==> config.mk <==
export PLATFORM = sky130hd
export DESIGN_NAME = rpm_ctrl
export DESIGN_NICKNAME = d
export VERILOG_FILES = /design/src/hw/rpm_pkg.sv /design/src/hw/rpm_ctrl.sv
export SDC_FILE = /design/constraint.sdc
export NUM_CORES = 1
export LEC_CHECK = 0
export BUFFER_PORTS_ARGS = -buffer_cell sky130_fd_sc_hd__buf_2
export CAP_MARGIN = 20
export CELL_PAD_IN_SITES_DETAIL_PLACEMENT = 0
export CELL_PAD_IN_SITES_GLOBAL_PLACEMENT = 1
export CORE_MARGIN = 4
export CORE_UTILIZATION = 29
export CTS_CLUSTER_DIAMETER = 120
export DETAILED_ROUTE_END_ITERATION = 8
export GPL_ROUTABILITY_DRIVEN = 0
export HOLD_SLACK_MARGIN = 0.06
export MAX_ROUTING_LAYER = met4
export PLACE_DENSITY_LB_ADDON = 0.1
export SYNTH_ARGS = -nofsm -noshare
export SYNTH_HDL_FRONTEND = slang
export SYNTH_SLANG_ARGS = --single-unit
==> constraint.sdc <==
create_clock -name CLK_IN -period 1.7 [get_ports CLK_IN]
set_input_delay 0.17 -clock CLK_IN [delete_from_list [all_inputs] [get_ports CLK_IN]]
set_output_delay 0.17 -clock CLK_IN [all_outputs]
set_load 0.03 [all_outputs]
==> src/hw/rpm_pkg.sv <==
// package: constants and types for the reset and power mode controller
package rpm_pkg;

  // ----------------------------------------------------------------------
  // apb register map
  // ----------------------------------------------------------------------
  localparam logic [7:0] ADDR_POWER_CONFIG = 8'h00; // power_config_register
  localparam logic [7:0] ADDR_AUX_CONTROL  = 8'h04; // auxiliary_control_one
  localparam logic [7:0] ADDR_STATUS       = 8'h08; // sequencer status, read only

  // power_config_register field positions
  localparam int POS_IDLE  = 0;  // idle_request_bit
  localparam int POS_PDOWN = 1;  // powerdown_request_bit
  localparam int POS_GF0   = 2;  // general_flag_zero
  localparam int POS_GF1   = 3;  // general_flag_one
  localparam int POS_ADCI  = 4;  // idle entered through the converter option

  // auxiliary_control_one field positions
  localparam int POS_BOOT  = 0;  // boot_map_enable
  localparam int POS_X2    = 1;  // clock_doubling_mode

  // status field positions
  localparam int POS_ST_RESET = 0; // internal reset active
  localparam int POS_ST_CPUCK = 1; // cpu clock enabled
  localparam int POS_ST_OSC   = 2; // oscillator running
  localparam int POS_ST_HOLD  = 3; // wake held by level interrupt
  localparam int POS_ST_WDRST = 4; // supervisor pulse active

  localparam logic [31:0] RESET_VALUE = 32'h0000_0000; // reset value of the power config and auxiliary fields

  // ----------------------------------------------------------------------
  // timing counts, in oscillator periods
  // ----------------------------------------------------------------------
  localparam int          QUAL_PERIODS = 24;  // least reset hold, mode independent
  localparam int          WD_PERIODS   = 96;  // supervisor reset pulse length
  localparam logic [6:0]  QUAL_COUNT   = 7'(QUAL_PERIODS);
  localparam logic [6:0]  WD_COUNT     = 7'(WD_PERIODS);

  // ----------------------------------------------------------------------
  // types
  // ----------------------------------------------------------------------
  typedef enum logic [1:0] {
    RPM_RUN,
    RPM_IDLE,
    RPM_PDOWN,
    RPM_WAKE_HOLD
  } rpm_mode_t;

  typedef struct packed {
    logic idle;   // idle_request_bit
    logic pdown;  // powerdown_request_bit
    logic gf0;    // general_flag_zero
    logic gf1;    // general_flag_one
    logic adci;   // converter idle option
  } rpm_power_config_register_t;

endpackage

==> src/hw/rpm_ctrl.sv <==
// module: reset qualification and idle / power-down sequencing
// ------------------------------------------------------------------------
// ------------------------------------------------------------------------
//
// Decided for this implementation: the placing of the registers and the APB register port.
`timescale 1ns/1ps
`default_nettype none

module rpm_ctrl
  import rpm_pkg::*;
(
  input  wire logic        CLK_IN,            // oscillator clock, 125 MHz
  input  wire logic        RST_B_IN,          // synchronous reset, active low
  // apb slave
  input  wire logic        PSEL_IN,           // apb select
  input  wire logic        PENABLE_IN,        // apb access phase
  input  wire logic        PWRITE_IN,         // apb direction
  input  wire logic [7:0]  PADDR_IN,          // apb byte address
  input  wire logic [31:0] PWDATA_IN,         // apb write data
  output logic      [31:0] PRDATA_OUT,        // apb read data
  output logic             PREADY_OUT,        // apb ready
  output logic             PSLVERR_OUT,       // apb error, unmapped address
  // reset pin and sources
  input  wire logic        RESET_PIN_IN,      // reset pin level, active high
  output logic             RESET_PIN_OUT,     // pin drive value, high when driving
  output logic             RESET_PIN_OE_B_OUT,// pin enable, low while driving
  input  wire logic        WD_EXPIRE_IN,      // supervisor_timer expiry pulse
  input  wire logic        BOOT_FUSE_IN,      // boot_jump_fuse value
  // wake sources
  input  wire logic        INT_PENDING_IN,    // enabled interrupt pending
  input  wire logic        EXT_INT_IN,        // enabled external interrupt pending
  input  wire logic        EXT_INT_LEVEL_IN,  // level of that interrupt line, active high
  input  wire logic        ADC_DONE_IN,       // conversion complete pulse
  // outputs to the core
  output logic             CPU_RESET_OUT,     // internal reset, active high
  output logic             CPU_CLK_EN_OUT,    // cpu clock enable
  output logic             PERIPH_CLK_EN_OUT, // peripheral clock enable
  output logic             OSC_RUN_OUT,       // oscillator enable
  output logic             RAM_BLOCK_OUT,     // internal ram access blocked
  output logic             BOOT_MAP_OUT,      // boot_map_enable
  output logic             CLK_DOUBLE_OUT     // clock_doubling_mode
);

  // ----------------------------------------------------------------------
  // state
  // ----------------------------------------------------------------------
  rpm_mode_t   mode;            // current power mode
  rpm_mode_t   next_mode;       // mode after this edge
  rpm_power_config_register_t   power_config_register;            // power_config_register fields
  rpm_power_config_register_t   next_power_config_register;       // next power config value
  logic        boot_map;        // boot_map_enable
  logic        clk_double;      // clock_doubling_mode
  logic        rst_meta;        // reset pin first stage
  logic        rst_sync;        // reset pin second stage
  logic [6:0]  qual_cnt;        // consecutive high periods of the pin
  logic        int_reset;       // qualified internal reset
  logic [6:0]  wd_cnt;          // supervisor pulse remaining
  logic        ram_block;       // brief run after a pin wake

  // ----------------------------------------------------------------------
  // apb decode
  // ----------------------------------------------------------------------
  wire access    = PSEL_IN && PENABLE_IN;         // access phase, slave always ready
  wire hit_power_config_register  = (PADDR_IN == ADDR_POWER_CONFIG);
  wire hit_aux   = (PADDR_IN == ADDR_AUX_CONTROL);
  wire hit_stat  = (PADDR_IN == ADDR_STATUS);
  wire mapped    = hit_power_config_register || hit_aux || hit_stat;
  wire wr_power_config_register   = access && PWRITE_IN && hit_power_config_register;
  wire wr_aux    = access && PWRITE_IN && hit_aux;

  // request bits written by this very access; entry follows the write at once
  wire req_idle  = wr_power_config_register && PWDATA_IN[POS_IDLE];
  wire req_pdown = wr_power_config_register && PWDATA_IN[POS_PDOWN];

  assign PREADY_OUT  = 1'b1;
  assign PSLVERR_OUT = access && !mapped;

  wire [31:0] power_config_register_rd = {27'h0, power_config_register.adci, power_config_register.gf1, power_config_register.gf0, power_config_register.pdown, power_config_register.idle};
  wire [31:0] aux_rd  = {30'h0, clk_double, boot_map};
  wire [31:0] stat_rd = {27'h0, (wd_cnt != 7'h00), (mode == RPM_WAKE_HOLD),
                         OSC_RUN_OUT, CPU_CLK_EN_OUT, int_reset};
  wire [31:0] rd_mux  = hit_power_config_register ? power_config_register_rd : hit_aux ? aux_rd : hit_stat ? stat_rd : 32'h0;

  // read data registered in the setup phase so it is a flop at the access edge
  always_ff @(posedge CLK_IN)
  begin
    if (!RST_B_IN)
      PRDATA_OUT <= RESET_VALUE;
    else if (PSEL_IN && !PENABLE_IN && !PWRITE_IN)
      PRDATA_OUT <= rd_mux;
  end

  // ----------------------------------------------------------------------
  // reset pin synchroniser and qualification
  // ----------------------------------------------------------------------
  // first stage feeds only the second
  always_ff @(posedge CLK_IN)
  begin
    if (!RST_B_IN)
    begin
      rst_meta <= 1'b0;
      rst_sync <= 1'b0;
    end
    else
    begin
      rst_meta <= RESET_PIN_IN;
      rst_sync <= rst_meta;
    end
  end

  // counts oscillator periods, never machine cycles, so x2 has no effect
  wire qual_done = (qual_cnt >= QUAL_COUNT - 7'd1);

  always_ff @(posedge CLK_IN)
  begin
    if (!RST_B_IN)
      qual_cnt <= 7'h00;
    else if (!rst_sync)
      qual_cnt <= 7'h00;
    else if (!qual_done)
      qual_cnt <= qual_cnt + 7'd1;
  end

  // a shorter pulse from the pin is not a valid reset and is dropped
  always_ff @(posedge CLK_IN)
  begin
    if (!RST_B_IN)
      int_reset <= 1'b1;
    else
      int_reset <= rst_sync && qual_done;
  end

  // ----------------------------------------------------------------------
  // supervisor pulse onto the reset pin
  // ----------------------------------------------------------------------
  always_ff @(posedge CLK_IN)
  begin
    if (!RST_B_IN)
      wd_cnt <= 7'h00;
    else if (WD_EXPIRE_IN)
      wd_cnt <= WD_COUNT;
    else if (wd_cnt != 7'h00)
      wd_cnt <= wd_cnt - 7'd1;
  end

  // the pin is active high, so the pulse drives it high for 96 periods
  assign RESET_PIN_OUT      = 1'b1;
  assign RESET_PIN_OE_B_OUT = (wd_cnt == 7'h00);

  // ----------------------------------------------------------------------
  // mode sequencer
  // ----------------------------------------------------------------------
  // the raw pin level clears the request bits without waiting for an edge;
  // the raw pin is used here on purpose and bypasses the synchroniser
  wire pin_clear = RESET_PIN_IN;

  always_comb
  begin
    next_mode = mode;
    next_power_config_register = power_config_register;
    if (wr_power_config_register)
    begin
      next_power_config_register.gf0  = PWDATA_IN[POS_GF0];
      next_power_config_register.gf1  = PWDATA_IN[POS_GF1];
      next_power_config_register.adci = PWDATA_IN[POS_ADCI];
    end
    case (mode)
      RPM_RUN:
      begin
        if (req_pdown)
        begin
          next_mode       = RPM_PDOWN;
          next_power_config_register.pdown = 1'b1;
          next_power_config_register.idle  = 1'b0;
        end
        else if (req_idle)
        begin
          next_mode      = RPM_IDLE;
          next_power_config_register.idle = 1'b1;
        end
      end
      RPM_IDLE:
      begin
        // any idle leaves on interrupt, converter idle also on conversion done
        if (INT_PENDING_IN || (power_config_register.adci && ADC_DONE_IN))
        begin
          next_mode      = RPM_RUN;
          next_power_config_register.idle = 1'b0;
        end
      end
      RPM_PDOWN:
      begin
        if (EXT_INT_IN)
        begin
          next_power_config_register.pdown = 1'b0;
          next_mode = EXT_INT_LEVEL_IN ? RPM_WAKE_HOLD : RPM_RUN;
        end
      end
      RPM_WAKE_HOLD:
      begin
        // clocks run again but the cpu waits for the line to release
        if (!EXT_INT_LEVEL_IN)
          next_mode = RPM_RUN;
      end
      default:
        next_mode = RPM_RUN;
    endcase
    if (pin_clear)
    begin
      next_power_config_register.idle  = 1'b0;
      next_power_config_register.pdown = 1'b0;
      next_mode       = RPM_RUN;
    end
  end

  always_ff @(posedge CLK_IN)
  begin
    if (!RST_B_IN)
    begin
      mode <= RPM_RUN;
      power_config_register <= rpm_power_config_register_t'(5'h00);
    end
    else if (int_reset)
    begin
      mode <= RPM_RUN;
      power_config_register <= rpm_power_config_register_t'(5'h00);
    end
    else
    begin
      mode <= next_mode;
      power_config_register <= next_power_config_register;
    end
  end

  // ----------------------------------------------------------------------
  // brief run after a pin wake: ram blocked until internal reset
  // ----------------------------------------------------------------------
  wire low_power = (mode == RPM_IDLE) || (mode == RPM_PDOWN);

  always_ff @(posedge CLK_IN)
  begin
    if (!RST_B_IN)
      ram_block <= 1'b0;
    else if (int_reset)
      ram_block <= 1'b0;
    else if (low_power && pin_clear)
      ram_block <= 1'b1;
  end

  // ----------------------------------------------------------------------
  // auxiliary control: boot map and clock mode
  // ----------------------------------------------------------------------
  // boot map is reloaded from the fuse only while the qualified internal reset is active, so a
  // short pin pulse that fails qualification leaves the boot map as it was
  always_ff @(posedge CLK_IN)
  begin
    if (!RST_B_IN)
    begin
      boot_map   <= 1'b0;
      clk_double <= 1'b0;
    end
    else if (int_reset)
    begin
      boot_map   <= BOOT_FUSE_IN;
      clk_double <= 1'b0;
    end
    else if (wr_aux)
    begin
      boot_map   <= PWDATA_IN[POS_BOOT];
      clk_double <= PWDATA_IN[POS_X2];
    end
  end

  // ----------------------------------------------------------------------
  // clock gating outputs
  // ----------------------------------------------------------------------
  // stopping the enables freezes pc, psw, sfrs and ram in place
  wire pd_now   = (mode == RPM_PDOWN) && !pin_clear;
  wire idle_now = (mode == RPM_IDLE) && !pin_clear;

  assign CPU_CLK_EN_OUT    = !idle_now && !pd_now && (mode != RPM_WAKE_HOLD);
  assign PERIPH_CLK_EN_OUT = !pd_now;
  assign OSC_RUN_OUT       = !pd_now;
  assign RAM_BLOCK_OUT     = ram_block;
  assign CPU_RESET_OUT     = int_reset;
  assign BOOT_MAP_OUT      = boot_map;
  assign CLK_DOUBLE_OUT    = clk_double;

endmodule

`default_nettype wire

== Word level (Yosys, flattened, before mapping) ==
Index checks and enable logic that the tools add are counted.
Widths: inputs -> output; s select.

* $add $sub $neg: 2
* Reduce and logical (&&, ||, !) cells: 41
* Equality and inequality tests: 11
* Magnitude comparators: 1
* Bitwise logic cells: 1
* Mux-type cells: 21

{| class="wikitable"
|+ Operators with widths
! kind !! number
|-
| $logic_and 1x1->1 || 16
|-
| $mux 5 || 3
|-
| $mux 7 || 2
|-
| $mux 2 || 6
|-
| $ne 2x2->1 const B || 5
|-
| $eq 8x3->1 const B || 1
|-
| $eq 8x4->1 const B || 1
|-
| $logic_not 8->1 || 1
|-
| $pmux 2 s4 || 1
|-
| $reduce_bool 2->1 || 4
|-
| $add 7x1->7 const B || 1
|-
| $ge 7x5->1 const B || 1
|-
| $logic_not 7->1 || 1
|-
| $mux 1 || 7
|-
| $reduce_bool 7->1 || 1
|-
| $sub 7x1->7 const B || 1
|-
| $logic_not 1->1 || 6
|-
| $reduce_and 3->1 || 2
|-
| $eq 2x2->1 const B || 2
|-
| $logic_or 1x1->1 || 4
|-
| $pmux 1 s2 || 2
|-
| $reduce_and 4->1 || 1
|-
| $reduce_or 2->1 || 2
|-
| $ne 3x3->1 const B || 1
|-
| 5 further kinds || 5
|}

* Input bits: 52
* Output and inout port bits: 43
* Bits in registers: 59

== Logic depth before layout (Yosys ltp) ==
* Depth after elaboration: 8
* Mapped depth: 7

== Worst setup path after synthesis ==
No wires, ideal clock.

* Path type: flip-flop to flip-flop
* Start: register wd_cnt[0]
* End: register wd_cnt[5]
* Setup slack: 0.009 ns
* Period minus slack after synthesis: 1.691 ns
* Arrival time: 1.572 ns
* Path buffers: 0
* Required time: 1.580 ns
* Stages on the path, launching flop included: 8
* Cells stage by stage: dfxtp_1 inv_1 ha_1 nor3b_1 nand2_1 inv_1 nor3_1 o31a_1

* Cells in the longest elaborated chain, start to end: 3
* Elaborated cells on any way between the ends: 5

{| class="wikitable"
|+ Ends and longest elaborated chain
! element !! line !! source
|-
| start, declared || rpm_ctrl.sv:57 || <nowiki>logic [6:0] wd_cnt;</nowiki>
|-
| start signal, assigned || rpm_ctrl.sv:143 || <nowiki>wd_cnt <= wd_cnt - 7'd1;</nowiki>
|-
| $sub 7x1->7 || rpm_ctrl.sv:143 ||
|-
| $mux 7 || rpm_ctrl.sv:142 || <nowiki>else if (wd_cnt != 7'h00)</nowiki>
|-
| $mux 7 || rpm_ctrl.sv:140 || <nowiki>else if (WD_EXPIRE_IN)</nowiki>
|}

Parallel ways exist; a longest one is shown, timed or not. The select of a mux whose other input is x is not followed.
A chain may end at the register's enable or synchronous reset.

== Final worst setup path ==
* Start: register mode[0]
* End: output port CPU_CLK_EN_OUT

* Cells in the longest elaborated chain, start to end: 5
* Elaborated cells on any way between the ends: 9

{| class="wikitable"
|+ Ends and longest elaborated chain
! element !! line !! source
|-
| start, declared || rpm_ctrl.sv:47 || <nowiki>rpm_mode_t mode;</nowiki>
|-
| start signal, assigned || rpm_ctrl.sv:230 || <nowiki>mode <= next_mode;</nowiki>
|-
| $eq 2x1->1 / $eq 2x2->1 (equally long branches) || rpm_ctrl.sv:279, rpm_ctrl.sv:278 ||
|-
| $logic_and 1x1->1, on equally long branches || rpm_ctrl.sv:279, rpm_ctrl.sv:278 ||
|-
| $logic_not 1->1 || rpm_ctrl.sv:281 || <nowiki>assign CPU_CLK_EN_OUT = !idle_now && !pd_now && (mode != RPM_WAKE_HOLD);</nowiki>
|-
| $logic_and 1x1->1 || rpm_ctrl.sv:281 ||
|-
| $logic_and 1x1->1 (*) || rpm_ctrl.sv:281 ||
|-
| end, declared || rpm_ctrl.sv:36 || <nowiki>output logic CPU_CLK_EN_OUT,</nowiki>
|}

Every way passes the cells marked *; elsewhere a longest branch is shown, timed or not.

==> flow_summary_export.csv <==
group,metric,value,unit
worst_setup_path,cp.arrival,1.42,ns
worst_setup_path,startpoint_type,"flop",
cts,cts_setup_buffers,0,
synth,synth_flop_cell,"dfxtp_1",
pwr,p_comb_share,20.5,%
synth,synth-async-reset-ratio,0,%
pwr,p_sw_share,29.0,%
worst_setup_path,worstPathRequired,1.53,ns
global_route,grt_max_degree,15,
pwr,peakVddDrop,0.000389,V
cts,cts_max_level,2,
timing,final_hold_viol_count,0,
final_layout,drive_above_1_share,27.1,%
cts,cts_made_buffers,5,
worst_setup_path,r2r_setup_slack,0.16,ns
synth,synth.most_common_cell,"dfxtp_1",
die,initial_core_util,30.6,%
final_layout,synthToLayoutAreaGrowth,20.3,%
die,fp-row-count,28,
worst_setup_path,worst_setup_path_end_kind,"primary output",
timing,max_freq,630,MHz
routing,drtPass1Iterations,4,
run,max-cap-violations,0,
routing,initialDrtViolationCount,34,
cts,cts.path.max_buffers,2,
global_route,grt_pass1_vias,1396,
routing,wl_per_cell,12.5,microns
synth,synth_area_leader_cell,"dfxtp_1",
synth,synth_area_leaders,"dfxtp_1 34%, buf_4 12%, ha_1 4.7%",
global_route,globalRouteTotalUtil,11.7,%
die,die_y,88.2,microns
timing,worst_slack,0.113,ns
pwr,power.total,1.92,mW
final_layout,final_nets,335,
pwr,p_clk_share,37.5,%
synth,yosys_warnings,0,
die,boundaryPins,95,
cts,cts-root-buf,"clkbuf_8",
cts,path_clk_slew,0.07,ns
worst_setup_path,crit_start,"mode[0]$_SDFFE_PP0P_",
routing,postRouteAntennaNets,0,
placed_design,dp_hpwl,3.42,mm
pwr,p_leak,1.00,nW
global_route,overflow,0,
placed_design,place_area,2110,sq um
pwr,power_density,854,nW/um^2
worst_setup_path,timing.critical_path.to,"CPU_CLK_EN_OUT",
die,core_area,6100,sq um
worst_setup_path,cp_slowest_cell,"dfxtp_4",
timing,finalCritPeriodShare,93.4,%
placed_design,dp_slack,-0.159,ns
synth,synthCells,225,
routing,vias_per_cell,4.49,
pwr,pwr-share-seq,42.0,%
routing,routed_wl,4.40,mm
worst_hold_path,hold_path.class,"input pin to flop",
worst_setup_path,r2r-start,"mode[0]$_SDFFE_PP0P_",
worst_setup_path,max_stage_delay,0.36,ns
synth,seq_area_frac_synth,34.3,%
timing,maxSlewViolCount,0,
synth,synth_top_area_share,34.3,%
cts,ctsHoldBuffers,0,
worst_setup_path,r2r-end,"mode[1]$_SDFFE_PP0P_",
synth,synth_edf_count,0,
final_layout,fin_area,2240,sq um
timing,setup_violations,0,
routing,post-route-drc-count,0,
timing,clock-skew-final,0.00496,ns
cts,cts_tree,"built",
global_route,antenna_found_initial,0,
pwr,p_int,1.36,mW
placed_design,port_buffers,38,
worst_hold_path,holdPathStages,2,
cts,clock_latency,0.28,ns
pwr,p_sw,555,uW
die,die_w,88.2,microns
synth,synth-seq-cells,32,
timing,whs,0.123,ns
global_route,grt_pass1_wl,6.76,mm
run_status,status,"completed",
worst_setup_path,crit_type,"flop to primary output",
synth,syn-cell-area,1870,sq um
worst_setup_path,reg2reg_depth,6,
routing,vias,1582,
final_layout,diodes,0,
timing,timing.final.crit_period,1.59,ns
die,die_area,7780,sq um
synth,synth.distinct_cells,46,
worst_setup_path,critPathMaxFanout,4,
synth,syn_area_per_cell,8.29,sq um
cts,cts_sinks,32,
worst_setup_path,critical_path.cell_chain,"inv_1, ha_1, o21ba_2, nor2_2, buf_4",
synth,yosys-top-cells-count,"32 x dfxtp_1, 30 x buf_4, 21 x nand2_1",
timing,finalSetupTns,0,ns
==> state kept, by name (all words and copies together), names as in the netlist <==
register               flops
BOOT_MAP_OUT               1
CLK_DOUBLE_OUT             1
CPU_RESET_OUT              1
PRDATA_OUT                 5
RAM_BLOCK_OUT              1
mode                       2
power_config_register      5
qual_cnt                   7
rst_meta                   1
rst_sync                   1
wd_cnt                     7
==> layout make-up <==
cell class	instances	area [sq um]
Clock buffer	6	72.6
Clock inverter	2	35.0
Fill cell	655	3850
Inverter	8	30.0
Multi-Input combinational cell	177	1070
Sequential cell	32	646
Tap cell	75	93.8
Timing Repair Buffer	52	300
==> how the worst min path moves through the flow <==
stage | to | slack [ns] | from
2_1_floorplan | rst_meta$_SDFF_PN0_ | 0.29 | RESET_PIN_IN
4_1_cts | CPU_RESET_OUT$_SDFF_PN1_ | 0.12 | RST_B_IN
5_1_grt | CPU_RESET_OUT$_SDFF_PN1_ | 0.13 | RST_B_IN
3_5_place_dp | CPU_RESET_OUT$_SDFF_PN1_ | 0.41 | RST_B_IN
6_report | CPU_RESET_OUT$_SDFF_PN1_ | 0.12 | RST_B_IN
3_3_place_gp | CPU_RESET_OUT$_SDFF_PN1_ | 0.42 | RST_B_IN
==> critical path: cells and delay by family (launching register included) <==
| kind | cells | cell delay, ns |
|---|---|---|
| and+or+nand+nor | 1 | 0.10 |
| adders and majority gates | 1 | 0.21 |
| AOI/OAI and AO/OA | 1 | 0.23 |
| buffers and inverters | 2 | 0.24 |
| DFF | 1 | 0.36 |
==> power by group through the flow <==
stage | sequential [mW] | combinational [mW] | clock (mW)
2_1_floorplan | 0.821 | 0.313 | 0
3_3_place_gp | 0.822 | 0.384 | 0
3_5_place_dp | 0.822 | 0.382 | 0
4_1_cts | 0.804 | 0.388 | 0.748
5_1_grt | 0.808 | 0.432 | 0.787
6_report | 0.804 | 0.393 | 0.719
==> metrics by stage <==
step,utilization [%],std cells
after floorplan,-,252
after global placement,34.6,344
after detailed placement,34.6,344
after CTS,36.6,352
after global routing,36.8,352
final,36.8,352
==> timing repair <==
action                     4_1_cts  5_1_grt
cloned                           0        0
resized for setup                4        6
setup endpoints to repair        3        3
==> layer usage <==
layer	wire, microns	global-route usage (%)	vias to the layer above
met3	335	2.92	4
met2	1900	16.6	57
met5	0	-	-
met1	2110	15.9	698
li1	-	-	823
met4	53	4.12	0
==> layout by cell type (no fill, tap or decap), types with 8 or more instances in the layout <==
master,n
buf_2,36
dfxtp_1,30
conb_1,29
nand2_1,21
nor2_1,17
buf_4,16
a21oi_1,12
nand3_1,12
mux2i_1,8
==> logic make-up (layout without fill, tap and decap cells) <==
family	Yosys count	after routing	share of synthesized area (%)
and+or+nand+nor	89	89	24.9
buffers and inverters	43	68	14.8
AOI/OAI and AO/OA	38	38	13.6
DFF	32	32	34.3
muxes	9	9	4.90
adders and majority gates	7	7	4.69
xor gates and xnor gates	5	5	2.35
other	2	29	0.403
Power figures use the tool's default switching activity.
